## config.mk

```make
export PLATFORM = sky130hd
export DESIGN_NAME = pvc_cfg_regs
export DESIGN_NICKNAME = d
export VERILOG_FILES = /design/src/rtl/pvc_pkg.sv /design/src/rtl/pvc_ref_divider.sv /design/src/rtl/pvc_window_timer.sv /design/src/rtl/pvc_cfg_regs.sv
export SDC_FILE = /design/constraint.sdc
export NUM_CORES = 1
export LEC_CHECK = 0
export BUFFER_PORTS_ARGS = -buffer_cell sky130_fd_sc_hd__buf_2
export CAP_MARGIN = 15
export CELL_PAD_IN_SITES_DETAIL_PLACEMENT = 2
export CELL_PAD_IN_SITES_GLOBAL_PLACEMENT = 2
export CORE_MARGIN = 2
export CORE_UTILIZATION = 35
export DETAILED_ROUTE_END_ITERATION = 10
export GPL_ROUTABILITY_DRIVEN = 0
export GPL_TIMING_DRIVEN = 0
export PLACE_DENSITY = 0.91
export SLEW_MARGIN = 0
export SYNTH_ARGS = -nofsm -noshare
export SYNTH_HDL_FRONTEND = slang
export SYNTH_SLANG_ARGS = --single-unit
```

## constraint.sdc

```tcl
create_clock -name pclk -period 3.3 [get_ports pclk]
set_clock_uncertainty 0.15 [all_clocks]
set_input_delay 0.165 -clock pclk [delete_from_list [all_inputs] [get_ports pclk]]
set_output_delay 0.165 -clock pclk [all_outputs]
set_load 0.05 [all_outputs]
```

## src/rtl/pvc_pkg.sv

```systemverilog
// constants, field layouts and carrier types of the pump and calibration config block
// assumes a single 100 MHz pclk domain and an APB master with 8-bit byte addresses
`default_nettype none
package pvc_pkg;
   localparam int unsigned APB_AW = 8;
   localparam int unsigned APB_DW = 32;
   localparam int unsigned REG_W  = 24;

   // register indices; the byte address is four times the index
   localparam logic [5:0] IDX_CHARGE_PUMP = 6'h09;
   localparam logic [5:0] IDX_VCO_CAL     = 6'h0A;
   localparam logic [5:0] IDX_STATUS      = 6'h10;
   localparam logic [7:0] ADDR_CHARGE_PUMP = {IDX_CHARGE_PUMP, 2'b00};
   localparam logic [7:0] ADDR_VCO_CAL     = {IDX_VCO_CAL, 2'b00};
   localparam logic [7:0] ADDR_STATUS      = {IDX_STATUS, 2'b00};

   localparam logic [23:0] RST_CHARGE_PUMP = 24'h403264;
   localparam logic [23:0] RST_VCO_CAL     = 24'h002205;

   // current weights in microamps per code step
   localparam logic [11:0] PUMP_STEP_UA   = 12'h014;
   localparam logic [9:0]  OFFSET_STEP_UA = 10'h005;

   // last count of each reference divider ratio
   localparam logic [4:0] DIV1_LAST  = 5'h00;
   localparam logic [4:0] DIV4_LAST  = 5'h03;
   localparam logic [4:0] DIV16_LAST = 5'h0F;
   localparam logic [4:0] DIV32_LAST = 5'h1F;

   localparam logic [7:0] SUPPR_CNT_MAX = 8'hFF;

   typedef enum logic [1:0] {
      REF_DIV_1  = 2'b00,
      REF_DIV_4  = 2'b01,
      REF_DIV_16 = 2'b10,
      REF_DIV_32 = 2'b11
   } pvc_ref_div_t;

   typedef enum logic {
      WIN_IDLE    = 1'b0,
      WIN_MEASURE = 1'b1
   } pvc_win_state_t;

   typedef struct packed {
      logic       rsvd_23;
      logic       ofs_dn_en;
      logic       ofs_up_en;
      logic [6:0] ofs_mag;
      logic [6:0] up_code;
      logic [6:0] dn_code;
   } pvc_pump_cfg_t;

   typedef struct packed {
      logic [8:0]   rsvd_23_15;
      pvc_ref_div_t clk_sel;
      logic         no_vco_serial;
      logic         cal_disable;
      logic         force_curve;
      logic [6:0]   rsvd_9_3;
      logic [2:0]   window_code;
   } pvc_cal_cfg_t;

   typedef struct packed {
      logic       window_busy;
      logic       window_done_seen;
      logic [7:0] suppressed_cnt;
   } pvc_status_t;

   typedef struct packed {
      logic [11:0] down_ua;
      logic [11:0] up_ua;
      logic [9:0]  offset_ua;
   } pvc_pump_ua_t;
endpackage
`default_nettype wire

```

## src/rtl/pvc_ref_divider.sv

```systemverilog
// divides the reference enable down to the calibration engine enable
// assumes ref_tick is a one-cycle pulse made by logic on pclk
`default_nettype none
module pvc_ref_divider
   import pvc_pkg::*;
(
   input  wire logic         pclk,
   input  wire logic         presetn,
   input  wire logic         ref_tick,
   input  wire pvc_ref_div_t div_sel,
   output logic              cal_tick
);
   logic [4:0] cnt_ff;
   logic [4:0] nxt_cnt;
   logic [4:0] last;

   always_comb begin
      unique case (div_sel)
         REF_DIV_1:  last = DIV1_LAST;
         REF_DIV_4:  last = DIV4_LAST;
         REF_DIV_16: last = DIV16_LAST;
         REF_DIV_32: last = DIV32_LAST;
      endcase
   end

   // a ratio change mid-count finishes at the new last value, no stray fast tick
   always_comb begin
      nxt_cnt = cnt_ff;
      if (ref_tick) begin
         if (cnt_ff >= last) begin
            nxt_cnt = 5'h00;
         end else begin
            nxt_cnt = cnt_ff + 5'h01;
         end
      end
   end

   always_ff @(posedge pclk or negedge presetn) begin
      if (!presetn) begin
         cnt_ff <= 5'h00;
      end else begin
         cnt_ff <= nxt_cnt;
      end
   end

   assign cal_tick = ref_tick && (cnt_ff >= last);
endmodule
`default_nettype wire

```

## src/rtl/pvc_window_timer.sv

```systemverilog
// tuning voltage measurement window, 2**code reference cycles long
// assumes start and ref_tick are pulses from logic on pclk
`default_nettype none
module pvc_window_timer
   import pvc_pkg::*;
(
   input  wire logic       pclk,
   input  wire logic       presetn,
   input  wire logic       start,
   input  wire logic       ref_tick,
   input  wire logic [2:0] code,
   output logic            busy,
   output logic            done
);
   pvc_win_state_t state_ff;
   pvc_win_state_t nxt_state;
   logic [8:0]     cnt_ff;
   logic [8:0]     nxt_cnt;
   logic [8:0]     target;
   logic           done_ff;
   logic           nxt_done;

   assign target = 9'h001 << code;

   // a start while measuring restarts the window
   always_comb begin
      nxt_state = state_ff;
      nxt_cnt   = cnt_ff;
      nxt_done  = 1'b0;
      unique case (state_ff)
         WIN_IDLE: begin
            if (start) begin
               nxt_state = WIN_MEASURE;
               nxt_cnt   = 9'h000;
            end
         end
         WIN_MEASURE: begin
            if (start) begin
               nxt_cnt = 9'h000;
            end else if (ref_tick) begin
               nxt_cnt = cnt_ff + 9'h001;
               if (cnt_ff + 9'h001 >= target) begin
                  nxt_state = WIN_IDLE;
                  nxt_done  = 1'b1;
               end
            end
         end
      endcase
   end

   always_ff @(posedge pclk or negedge presetn) begin
      if (!presetn) begin
         state_ff <= WIN_IDLE;
         cnt_ff   <= 9'h000;
         done_ff  <= 1'b0;
      end else begin
         state_ff <= nxt_state;
         cnt_ff   <= nxt_cnt;
         done_ff  <= nxt_done;
      end
   end

   assign busy = (state_ff == WIN_MEASURE);
   assign done = done_ff;
endmodule
`default_nettype wire

```

## src/rtl/pvc_cfg_regs.sv

```systemverilog
// charge pump and VCO calibration configuration registers behind an APB slave
// assumes ref_tick, cal_start and vco_access_wr come from logic on pclk
// the status word at byte 0x40 is local to this block: suppressed trigger count, done flag, busy
//
// Register access over APB was chosen for this implementation.
`default_nettype none
module pvc_cfg_regs
   import pvc_pkg::*;
(
   input  wire logic        pclk,
   input  wire logic        presetn,
   input  wire logic        psel,
   input  wire logic        penable,
   input  wire logic        pwrite,
   input  wire logic [7:0]  paddr,
   input  wire logic [31:0] pwdata,
   input  wire logic [3:0]  pstrb,
   output logic [31:0]      prdata,
   output logic             pready,
   output logic             pslverr,
   input  wire logic        ref_tick,
   input  wire logic        cal_start,
   input  wire logic        vco_access_wr,
   output pvc_pump_cfg_t    pump_cfg,
   output pvc_pump_ua_t     pump_ua,
   output logic             cp_offset_up_en,
   output logic             cp_offset_dn_en,
   output logic             cal_enable,
   output logic             cal_force_curve,
   output logic             cal_tick,
   output logic             window_busy,
   output logic             window_done,
   output logic             vco_serial_transfer
);
   pvc_pump_cfg_t pump_ff;
   pvc_pump_cfg_t nxt_pump;
   pvc_cal_cfg_t  cal_ff;
   pvc_cal_cfg_t  nxt_cal;
   logic          done_seen_ff;
   logic          nxt_done_seen;
   logic [7:0]    suppr_cnt_ff;
   logic [7:0]    nxt_suppr_cnt;
   logic [31:0]   rdata_ff;
   logic [31:0]   nxt_rdata;
   logic          err_ff;
   logic          nxt_err;
   pvc_pump_ua_t  ua_ff;
   pvc_pump_ua_t  nxt_ua;
   logic          serial_ff;
   logic          nxt_serial;
   pvc_status_t   status;
   logic          setup;
   logic          access;
   logic          wr_en;
   logic          hit_pump;
   logic          hit_cal;
   logic          hit_status;
   logic          win_start;
   logic [31:0]   wmask;
   logic [31:0]   rd_word;
   logic          addr_hit;
   logic          wr_pump;
   logic          wr_cal;
   pvc_status_t   status_clr;
   logic          clr_cnt;
   logic          clr_done;
   logic          suppress_hit;

   // bus decode
   assign setup      = psel && !penable;
   assign access     = psel && penable;
   assign hit_pump   = (paddr == ADDR_CHARGE_PUMP);
   assign hit_cal    = (paddr == ADDR_VCO_CAL);
   assign hit_status = (paddr == ADDR_STATUS);
   assign addr_hit   = hit_pump || hit_cal || hit_status;

   // zero wait states: every access phase completes in its first cycle
   assign pready  = access;
   assign pslverr = access && err_ff;
   assign prdata  = rdata_ff;

   // an erroring write changes nothing
   assign wr_en = access && pwrite && !err_ff;
   // writes land only at the access edge, never in the setup cycle
   assign wr_pump = wr_en && hit_pump;
   assign wr_cal  = wr_en && hit_cal;

   // byte strobes expanded into a bit mask
   genvar g;
   generate
      for (g = 0; g < 4; g++) begin : g_lane
         assign wmask[g*8 +: 8] = {8{pstrb[g]}};
      end
   endgenerate

   assign status.window_busy      = window_busy;
   assign status.window_done_seen = done_seen_ff;
   assign status.suppressed_cnt   = suppr_cnt_ff;

   // read word chosen from the address and pwrite; unmapped and write cycles give zero
   always_comb begin
      rd_word = 32'h0000_0000;
      if (!pwrite) begin
         if (hit_pump) begin
            rd_word = {8'h00, pump_ff};
         end else if (hit_cal) begin
            rd_word = {8'h00, cal_ff};
         end else if (hit_status) begin
            rd_word = {22'h00_0000, status};
         end
      end
   end

   // read data is caught in the setup cycle so that the data output
   // leaves a flip-flop; the access phase then answers at once
   always_comb begin
      nxt_rdata = rdata_ff;
      if (setup) begin
         nxt_rdata = rd_word;
      end
   end

   always_ff @(posedge pclk or negedge presetn) begin
      if (!presetn) begin
         rdata_ff <= 32'h0000_0000;
      end else begin
         rdata_ff <= nxt_rdata;
      end
   end

   // decode error decided at setup too, so pslverr needs no decode later
   always_comb begin
      nxt_err = err_ff;
      if (setup) begin
         nxt_err = !addr_hit;
      end
   end

   always_ff @(posedge pclk or negedge presetn) begin
      if (!presetn) begin
         err_ff <= 1'b0;
      end else begin
         err_ff <= nxt_err;
      end
   end

   // configuration registers
   // every bit is stored as written, reserved ones too, so software that
   // writes back what it read keeps the recommended reserved values
   always_comb begin
      nxt_pump = pump_ff;
      if (wr_pump) begin
         nxt_pump = (pump_ff & ~wmask[23:0]) | (pwdata[23:0] & wmask[23:0]);
      end
   end

   always_ff @(posedge pclk or negedge presetn) begin
      if (!presetn) begin
         pump_ff <= RST_CHARGE_PUMP;
      end else begin
         pump_ff <= nxt_pump;
      end
   end

   always_comb begin
      nxt_cal = cal_ff;
      if (wr_cal) begin
         nxt_cal = (cal_ff & ~wmask[23:0]) | (pwdata[23:0] & wmask[23:0]);
      end
   end

   always_ff @(posedge pclk or negedge presetn) begin
      if (!presetn) begin
         cal_ff <= RST_VCO_CAL;
      end else begin
         cal_ff <= nxt_cal;
      end
   end

   // pump currents
   // codes scaled to microamps for the analog pump trim; one cycle behind
   // the register, which the slow analog settling easily hides
   always_comb begin
      nxt_ua.down_ua   = {5'h00, pump_ff.dn_code} * PUMP_STEP_UA;
      nxt_ua.up_ua     = {5'h00, pump_ff.up_code} * PUMP_STEP_UA;
      nxt_ua.offset_ua = {3'h0, pump_ff.ofs_mag} * OFFSET_STEP_UA;
   end

   always_ff @(posedge pclk or negedge presetn) begin
      if (!presetn) begin
         ua_ff <= '0;
      end else begin
         ua_ff <= nxt_ua;
      end
   end

   assign pump_cfg = pump_ff;
   assign pump_ua  = ua_ff;

   // direction enables go out as stored; choosing them is up to software
   assign cp_offset_up_en = pump_ff.ofs_up_en;
   assign cp_offset_dn_en = pump_ff.ofs_dn_en;

   // calibration engine controls
   assign cal_enable      = !cal_ff.cal_disable;
   assign cal_force_curve = cal_ff.force_curve;

   // a disabled calibration never opens a measurement window
   assign win_start = cal_start && !cal_ff.cal_disable;

   // the divider cannot check the 50 MHz ceiling: it only sees enables
   pvc_ref_divider u_ref_divider (
      .pclk     (pclk),
      .presetn  (presetn),
      .ref_tick (ref_tick),
      .div_sel  (cal_ff.clk_sel),
      .cal_tick (cal_tick)
   );

   pvc_window_timer u_window_timer (
      .pclk     (pclk),
      .presetn  (presetn),
      .start    (win_start),
      .ref_tick (ref_tick),
      .code     (cal_ff.window_code),
      .busy     (window_busy),
      .done     (window_done)
   );

   // VCO serial transfer trigger and status
   // status clears act only on the byte lanes that are strobed
   assign status_clr   = pwdata[9:0] & wmask[9:0];
   assign clr_cnt      = wr_en && hit_status && (status_clr.suppressed_cnt != 8'h00);
   assign clr_done     = wr_en && hit_status && status_clr.window_done_seen;
   assign suppress_hit = vco_access_wr && cal_ff.no_vco_serial;

   // the trigger leaves a flip-flop so the VCO side sees a clean strobe
   always_comb begin
      nxt_serial = vco_access_wr && !cal_ff.no_vco_serial;
   end

   always_ff @(posedge pclk or negedge presetn) begin
      if (!presetn) begin
         serial_ff <= 1'b0;
      end else begin
         serial_ff <= nxt_serial;
      end
   end

   // a suppressed trigger is counted, saturating, so software can see that
   // writes to the VCO access register went nowhere; a trigger in the
   // clearing cycle counts from zero instead of being lost
   always_comb begin
      nxt_suppr_cnt = suppr_cnt_ff;
      if (clr_cnt) begin
         nxt_suppr_cnt = 8'h00;
      end
      if (suppress_hit && (nxt_suppr_cnt != SUPPR_CNT_MAX)) begin
         nxt_suppr_cnt = nxt_suppr_cnt + 8'h01;
      end
   end

   always_ff @(posedge pclk or negedge presetn) begin
      if (!presetn) begin
         suppr_cnt_ff <= 8'h00;
      end else begin
         suppr_cnt_ff <= nxt_suppr_cnt;
      end
   end

   // a window that ends in the clearing cycle stays recorded
   always_comb begin
      nxt_done_seen = done_seen_ff;
      if (clr_done) begin
         nxt_done_seen = 1'b0;
      end
      if (window_done) begin
         nxt_done_seen = 1'b1;
      end
   end

   always_ff @(posedge pclk or negedge presetn) begin
      if (!presetn) begin
         done_seen_ff <= 1'b0;
      end else begin
         done_seen_ff <= nxt_done_seen;
      end
   end

   assign vco_serial_transfer = serial_ff;
endmodule
`default_nettype wire

```

==> out/summary.log, run 1 <==
[setup_path] path type of the worst setup path register to register
[global_route] total gr overflow 0
[drt] drt total wl 23,600 µm
[hold_path] type of the tightest min-delay check input pin to register
[sta] Rel. slew slack 35.9%
[yosys] Yosys top cell area share 46.1%
[die] initial standard-cell utilization of the core 35.6%
[sta] final setup violating endpoints 0
[clock_network] CTS clock-pin slew for the worst setup and hold paths 0.05 ns
[place] count of placed standard cells including taps 930
[yosys] number of warnings issued by yosys 0
[status] status finished clean
[place] Placed Area 7410 µm²
[clock_network] clock buffer count from CTS 17
[die] # IOs 152
[global_route] wire length of the first global-routing pass 36,500 µm
[yosys] top post-synthesis cells by area dfrtp_1 (46%), ha_1 (9.0%), mux2_1 (5.3%)
[drt] Detailed Routing Iterations Pass 1 4
[yosys] async set-reset flop share out of synthesis 100%
[finish] Final #Nets 850
[place] Detailed Place HPWL 15,800 µm
[die] total core area 18,000 µm²
[finish] fraction of layout instances using a drive strength above 1 30.3%
[job] reported max-cap violation count 0
[pwr] power density cells 481 nW/µm²
[die] Die Footprint 19,400 µm²
[sta] slew of the pin with the lowest slew margin 0.959 ns
[setup_path] library cell contributing the largest single delay on the critical path a2111oi_2
[setup_path] Worst path max stage delay 0.51 ns
[setup_path] CP max FO 7
[drt] wire length per cell after detailed routing 23.8 µm
[finish] fin area 8340 µm²
[clock_network] clock tree buffer depth 2
[setup_path] type of destination of the critical path register
[clock_network] CTS sink count 129
[yosys] ys flop type dfrtp_1
[pwr] cell leakage power 4.35 nW
[sta] Tmin final 3.03 ns
[yosys] share of the yosys chip area belonging to registers 50.6%
[drt] via density per instance 5.33
[pwr] peak supply drop 0.000353 V
[clock_network] number of H-tree levels 4
[yosys] number of instances in the synthesized netlist 560
[global_route] number of global-route vias before repair 6,137
[drt] residual DRC count 0
[finish] Filler Cells Inserted 1,852
[global_route] aggregate global-route resource usage 24.7%
[finish] Area growth, synth to finish 30.2%
[yosys] number of distinct library cells after synthesis 48
[die] die width 139 µm
[finish] fraction of the core area covered by cells at the end of the flow 46.4%
[clock_network] post-CTS repair timing setup buffer count 0
[global_route] largest net degree at the start of global routing 94
[setup_path] cell-by-cell trace of the critical path ha_1 -> nand3_1 -> or2_2 -> xnor2_1 -> ha_1 -> a21oi_1 -> nand2_1 -> a2111oi_2 -> a211oi_1
[yosys] mean instance size in the synthesized netlist 11.4 µm²
[drt] iteration-0 DRC count of the detailed router 249
[yosys] post-synthesis sequential element count 129
[yosys] Post-Synthesis Cell Area 6400 µm²
[clock_network] insertion delay to the later sink of the worst-skew pair 0.43 ns
[setup_path] arrival time at the worst endpoint 3.16 ns
[yosys] number of synthesized flops with an enable pin 0
[pwr] Tot Pwr 4.01 mW
[clock_network] CTS tree built
[global_route] initial antenna violation count 1
[finish] most frequent cells in the layout buf_2 (132), dfrtp_1 (118), ha_1 (46), nand2_1 (44), a21oi_1 (40)
[sta] Worst Hold Slack 0.0578 ns
[place] buffers added on ports 129
[clock_network] library cell used as clock root buffer clkbuf_16
[finish] leading cell type in the layout, fill and taps excluded buf_2
[sta] number of hold violations in the final report 0
[sta] highest attainable clock frequency 330 MHz
[setup_path] Critical Path Source Type register
[finish] Cell Count, Final, Fillers Out 992
[setup_path] dominant cell type by count on the critical path ha_1
[sta] final worst path period share 91.9%
[sta] Final Max Slew Viols 0
[sta] setup repair after global routing missed its margin false
[die] # rows 49
[drt] Vias 5,284
[drt] Antenna Nets Post-Route 0
[die] overall die height 139 µm
[setup_path] required time at the endpoint of the critical path 3.43 ns
[yosys] top cell type by total area after synthesis dfrtp_1
[through the flow]
stage	TNS, ns	setup slack, ns
global route	0	0.0167
detailed placement	-1.89	-0.423
CTS	0	0.0562
floorplan	0	0.546
finish	0	0.267
global placement	-0.176	-0.114
[cell families after synthesis]
| group | after synthesis | synth area share [%] |
|---|---|---|
| other | 1 | 0.0586 |
| adder cells (fa/ha/maj) | 49 | 9.93 |
| flip-flops | 129 | 50.6 |
| AND/OR/NAND/NOR | 140 | 11.3 |
| buffers and inverters | 53 | 4.71 |
| XOR/XNOR | 26 | 3.56 |
| AO/OA/AOI/OAI | 112 | 11.0 |
| multiplexers | 50 | 8.76 |
[power by group]
group	internal, mW	switching, mW	leakage (nW)
Sequential	1.61	0.0283	1.74
Clock	1.30	0.715	0.296
Combinational	0.108	0.248	2.31
Total	3.02	0.991	4.35
[per-layer routing]
layer | vias to the layer above | global-route usage, % | share of wire, %
met5 | - | 0 | 0
met4 | 0 | 9.36 | 3.3
met3 | 49 | 5.37 | 4.1
met2 | 165 | 45.6 | 54
met1 | 2731 | 27.9 | 39
li1 | 2339 | - | -
[final cells by class]
type / count / area (µm²) / share of cell area (%)
well taps: 229 / 287 / 3.44
inverters: 9 / 33.8 / 0.405
multi-input cells: 389 / 2910 / 34.9
plain buffers: 44 / 269 / 3.23
clock inverters: 10 / 158 / 1.89
flip-flops and latches: 129 / 3240 / 38.9
repair buffers: 159 / 970 / 11.6
clock buffers: 22 / 464 / 5.57
diodes: 1 / 2.50 / 0.0300
[critical path, delay by kind of cell (launching register included)]
kind                     cells  cell delay, ns
AO/OA/AOI/OAI                3            0.82
XOR/XNOR                     1            0.13
adder cells (fa/ha/maj)      2            0.60
flip-flops                   1            0.43
AND/OR/NAND/NOR              3            0.75
[final timing paths]
path                                                       from                             to  slack, ns  cells past startpoint
max                        u_window_timer.cnt_ff[0]$_DFFE_PN0P_  u_window_timer.done$_DFF_PN0_       0.27                      9
min                                                      pwrite         prdata[10]$_DFFE_PN0P_       0.06                      3
max reg2reg                u_window_timer.cnt_ff[0]$_DFFE_PN0P_  u_window_timer.done$_DFF_PN0_       0.27                      9
min reg2reg                                            register           pump_ua[0]$_DFF_PN0_       0.33                      0
max in group asynchronous                               presetn     asynchronous set/reset pin       2.07                      3
min in group asynchronous                               presetn      suppr_cnt_ff[6]$_DFF_PN0_       0.08                      2
[Yosys cell counts, types with 5 or more instances]
master / n
a21o_1: 5
a21oi_1: 40
a221oi_1: 10
a22oi_1: 14
and3_1: 7
buf_4: 26
clkbuf_1: 14
dfrtp_1: 118
dfstp_2: 11
ha_1: 46
inv_1: 9
mux2_1: 30
mux2_2: 18
nand2_1: 44
nand2b_1: 5
nand3_1: 10
nor2_1: 28
nor2b_1: 9
nor3_1: 5
nor4_1: 5
o21ai_0: 22
o2bb2ai_1: 6
or2_2: 5
xnor2_1: 18
xor2_1: 8
[repair_timing]
action / CTS / global route
endpoints found under the setup margin: 6 / 5
gates cloned: 0 / 0
hold buffers: 29 / 0
resized for setup: 1 / 4
hold endpoints to repair: 177 / 0
Note: power is estimated with default switching activity, not from simulation.
==> run 2, diff against run 1 <==
--- a/config.mk
+++ b/config.mk
@@ -14,8 +14,9 @@
 export DETAILED_ROUTE_END_ITERATION = 10
 export GPL_ROUTABILITY_DRIVEN = 0
 export GPL_TIMING_DRIVEN = 0
-export PLACE_DENSITY = 0.91
+export PLACE_DENSITY = 0.9
 export SLEW_MARGIN = 0
 export SYNTH_ARGS = -nofsm -noshare
 export SYNTH_HDL_FRONTEND = slang
+export SYNTH_HIERARCHICAL = 1
 export SYNTH_SLANG_ARGS = --single-unit
==> out/summary.log, run 2 <==
[status] status finished clean
[finish] most frequent cells in the layout buf_2 (129), dfrtp_1 (118), mux2_1 (49), ha_1 (46), nand2_1 (45)
[yosys] post-synthesis sequential element count 129
[drt] Antenna Nets Post-Route 0
[global_route] wire length of the first global-routing pass 35,300 µm
[sta] Rel. slew slack 55.0%
[finish] fraction of the core area covered by cells at the end of the flow 45.6%
[clock_network] clock tree buffer depth 2
[sta] Tmin final 3.11 ns
[setup_path] library cell contributing the largest single delay on the critical path nor3_2
[yosys] mean instance size in the synthesized netlist 11.9 µm²
[place] Detailed Place HPWL 15,600 µm
[clock_network] clock buffer count from CTS 17
[job] reported max-cap violation count 0
[drt] iteration-0 DRC count of the detailed router 213
[die] Die Footprint 19,900 µm²
[pwr] peak supply drop 0.000380 V
[pwr] Tot Pwr 3.80 mW
[sta] final setup violating endpoints 0
[setup_path] path length in cells of the critical path 9
[hold_path] critical hold path startpoint cal_start
[finish] Final #Nets 844
[yosys] ys flop type dfrtp_1
[yosys] number of instances in the synthesized netlist 554
[clock_network] CTS tree built
[hold_path] type of the tightest min-delay check input pin to register
[die] die width 141 µm
[finish] diodes inserted 0
[pwr] power density cells 449 nW/µm²
[die] overall die height 141 µm
[sta] final worst path period share 94.3%
[yosys] Post-Synthesis Cell Area 6590 µm²
[clock_network] CTS clock-pin slew for the worst setup and hold paths 0.06 ns
[yosys] async set-reset flop share out of synthesis 100%
[setup_path] required time at the endpoint of the critical path 3.45 ns
[setup_path] arrival time at the worst endpoint 3.26 ns
[setup_path] CP max FO 9
[drt] wire length per cell after detailed routing 22.8 µm
[global_route] number of global-route vias before repair 6,162
[sta] Setup TNS 0 ns
[yosys] leading cell type by number of instances after synthesis dfrtp_1
[sta] Final Max Slew Viols 0
[clock_network] library cell used as clock root buffer clkbuf_16
[yosys] number of distinct library cells after synthesis 60
[setup_path] FF-to-FF path depth 9
[yosys] Yosys top cell area share 44.8%
[drt] Detailed Routing Iterations Pass 1 4
[sta] highest attainable clock frequency 321 MHz
[yosys] number of synthesized flops with an enable pin 0
[setup_path] dominant cell type by count on the critical path nand2_1
[sta] setup repair after global routing missed its margin false
[die] initial standard-cell utilization of the core 35.5%
[clock_network] insertion delay to the later sink of the worst-skew pair 0.42 ns
[clock_network] number of H-tree levels 4
[die] total core area 18,600 µm²
[finish] fraction of layout instances using a drive strength above 1 28.2%
[global_route] aggregate global-route resource usage 23.3%
[clock_network] CTS sink count 129
[yosys] top post-synthesis cells by area dfrtp_1 (45%), ha_1 (8.7%), mux2_1 (8.4%)
[setup_path] cell-by-cell trace of the critical path and4b_1 -> nand2_1 -> nor3_2 -> nor2_1 -> ha_1 -> nand4_1 -> o21a_1 -> nand2_1 -> mux2_1
[yosys] top cell type by total area after synthesis dfrtp_1
[finish] leading cell type in the layout, fill and taps excluded buf_2
[sta] slew of the pin with the lowest slew margin 0.665 ns
[global_route] largest net degree at the start of global routing 84
[die] # rows 50
[setup_path] gate family responsible for the most delay along the worst path simple AND/OR/NAND/NOR gates
[yosys] synth cell count leaders dfrtp_1 (118), mux2_1 (49), ha_1 (46), nand2_1 (45), nor2_1 (26)
[finish] Filler Cells Inserted 1,915
[setup_path] type of destination of the critical path register
[yosys] number of warnings issued by yosys 6
[drt] Vias 5,279
[drt] residual DRC count 0
[global_route] initial antenna violation count 0
[die] # IOs 152
[sta] number of hold violations in the final report 0
[place] buffers added on ports 130
[yosys] share of the yosys chip area belonging to registers 49.2%
[setup_path] Worst path max stage delay 0.58 ns
[drt] drt total wl 22,600 µm
[setup_path] Critical Path Source Type register
[setup_path] R2R Path Start err_ff$_DFFE_PN0P_
[setup_path] start point of the critical path err_ff$_DFFE_PN0P_
[clock_network] post-CTS repair timing setup buffer count 0
[pwr] cell leakage power 4.49 nW
[drt] via density per instance 5.33
[finish] Area growth, synth to finish 28.5%
[setup_path] buffers and inverters on the worst path 0
[setup_path] critical path endpoint suppr_cnt_ff[2]$_DFF_PN0_
[setup_path] Reg2Reg Setup Slack 0.19 ns
[global_route] total gr overflow 0
[setup_path] capture point of the worst reg-to-reg path suppr_cnt_ff[2]$_DFF_PN0_
[setup_path] path type of the worst setup path register to register
[run 2: cell count changes after synthesis, moves of 6 or more]
cell / delta
o211ai_1: +7
o2bb2ai_1: -6
a221o_1: +10
mux2_2: -18
buf_4: -6
mux2_1: +19
a22o_1: +10
a21oi_1: -24
nor2_8: +6
a221oi_1: -10
[run 2: worst min-delay path, delay by kind of cell]
family | cells | cell delay (ns)
and+or+nand+nor | 1 | 0.15
AOI/OAI and AO/OA | 2 | 0.18
buffers and inverters | 1 | 0.07
[run 2: timing repair]
item                                   in CTS  in global routing
hold buffers                               28                  0
resized for setup                           0                  0
endpoints found under the hold margin      97                  0
setup endpoints to repair                   0                  0
[run 2: cell families (layout without fill, tap and decap cells)]
family / count (synthesis) / count (layout) / share of synthesized area (%)
other: 1 / 12 / 0.0569
AOI/OAI and AO/OA: 100 / 100 / 10.7
muxes: 52 / 52 / 8.83
and+or+nand+nor: 152 / 152 / 14.2
xor gates and xnor gates: 28 / 28 / 3.72
DFF: 129 / 129 / 49.2
buffers and inverters: 43 / 234 / 3.61
adders and majority gates: 49 / 49 / 9.65
[run 2: how the worst min path moves through the flow]
stage,end,slack (ns),depth (start not counted)
final,u_window_timer/busy$_DFF_PN0_,0.03,4
after global routing,u_window_timer/busy$_DFF_PN0_,0.08,4
after CTS,u_window_timer/busy$_DFF_PN0_,0.03,4
after detailed placement,err_ff$_DFFE_PN0P_,-0.009,1
after global placement,register,0.25,2
after floorplan,asynchronous set/reset pin,-0.28,0
[run 2: metal layers]
metal / global-route usage (%) / part of all wire [%] / routed length [µm]
met5: 0 / 0 / 0
met4: 6.11 / 1.7 / 390
met3: 4.48 / 4.2 / 956
met2: 43.9 / 55 / 12300
met1: 26.8 / 39 / 8890
[run 2: metrics by stage]
step	instances	worst slack (ns)	hold WS [ns]	instance area (µm²)
floorplan	565	0.767	-0.281	6630
global placement	929	0.256	0.246	7570
detailed placement	930	0.204	-0.00940	7610
CTS	990	0.196	0.0258	8470
global route	990	0.00987	0.0831	8470
finish	990	0.188	0.0346	8470
[run 2: cell type report]
class	instances	area, µm²	area share (%)
flip-flops and latches	129	3240	38.3
multi-input cells	393	3150	37.2
repair buffers	159	965	11.4
clock buffers	20	447	5.28
well taps	234	293	3.46
plain buffers	32	196	2.32
clock inverters	12	134	1.58
inverters	11	41.3	0.488
[run 2: report_power, final]
| part | internal (mW) | switching, mW | total (mW) | leakage, nW |
|---|---|---|---|---|
| sequential | 1.60 | 0.0190 | 1.62 | 1.74 |
| combinational | 0.0984 | 0.200 | 0.299 | 2.48 |
| clock | 1.13 | 0.754 | 1.89 | 0.269 |
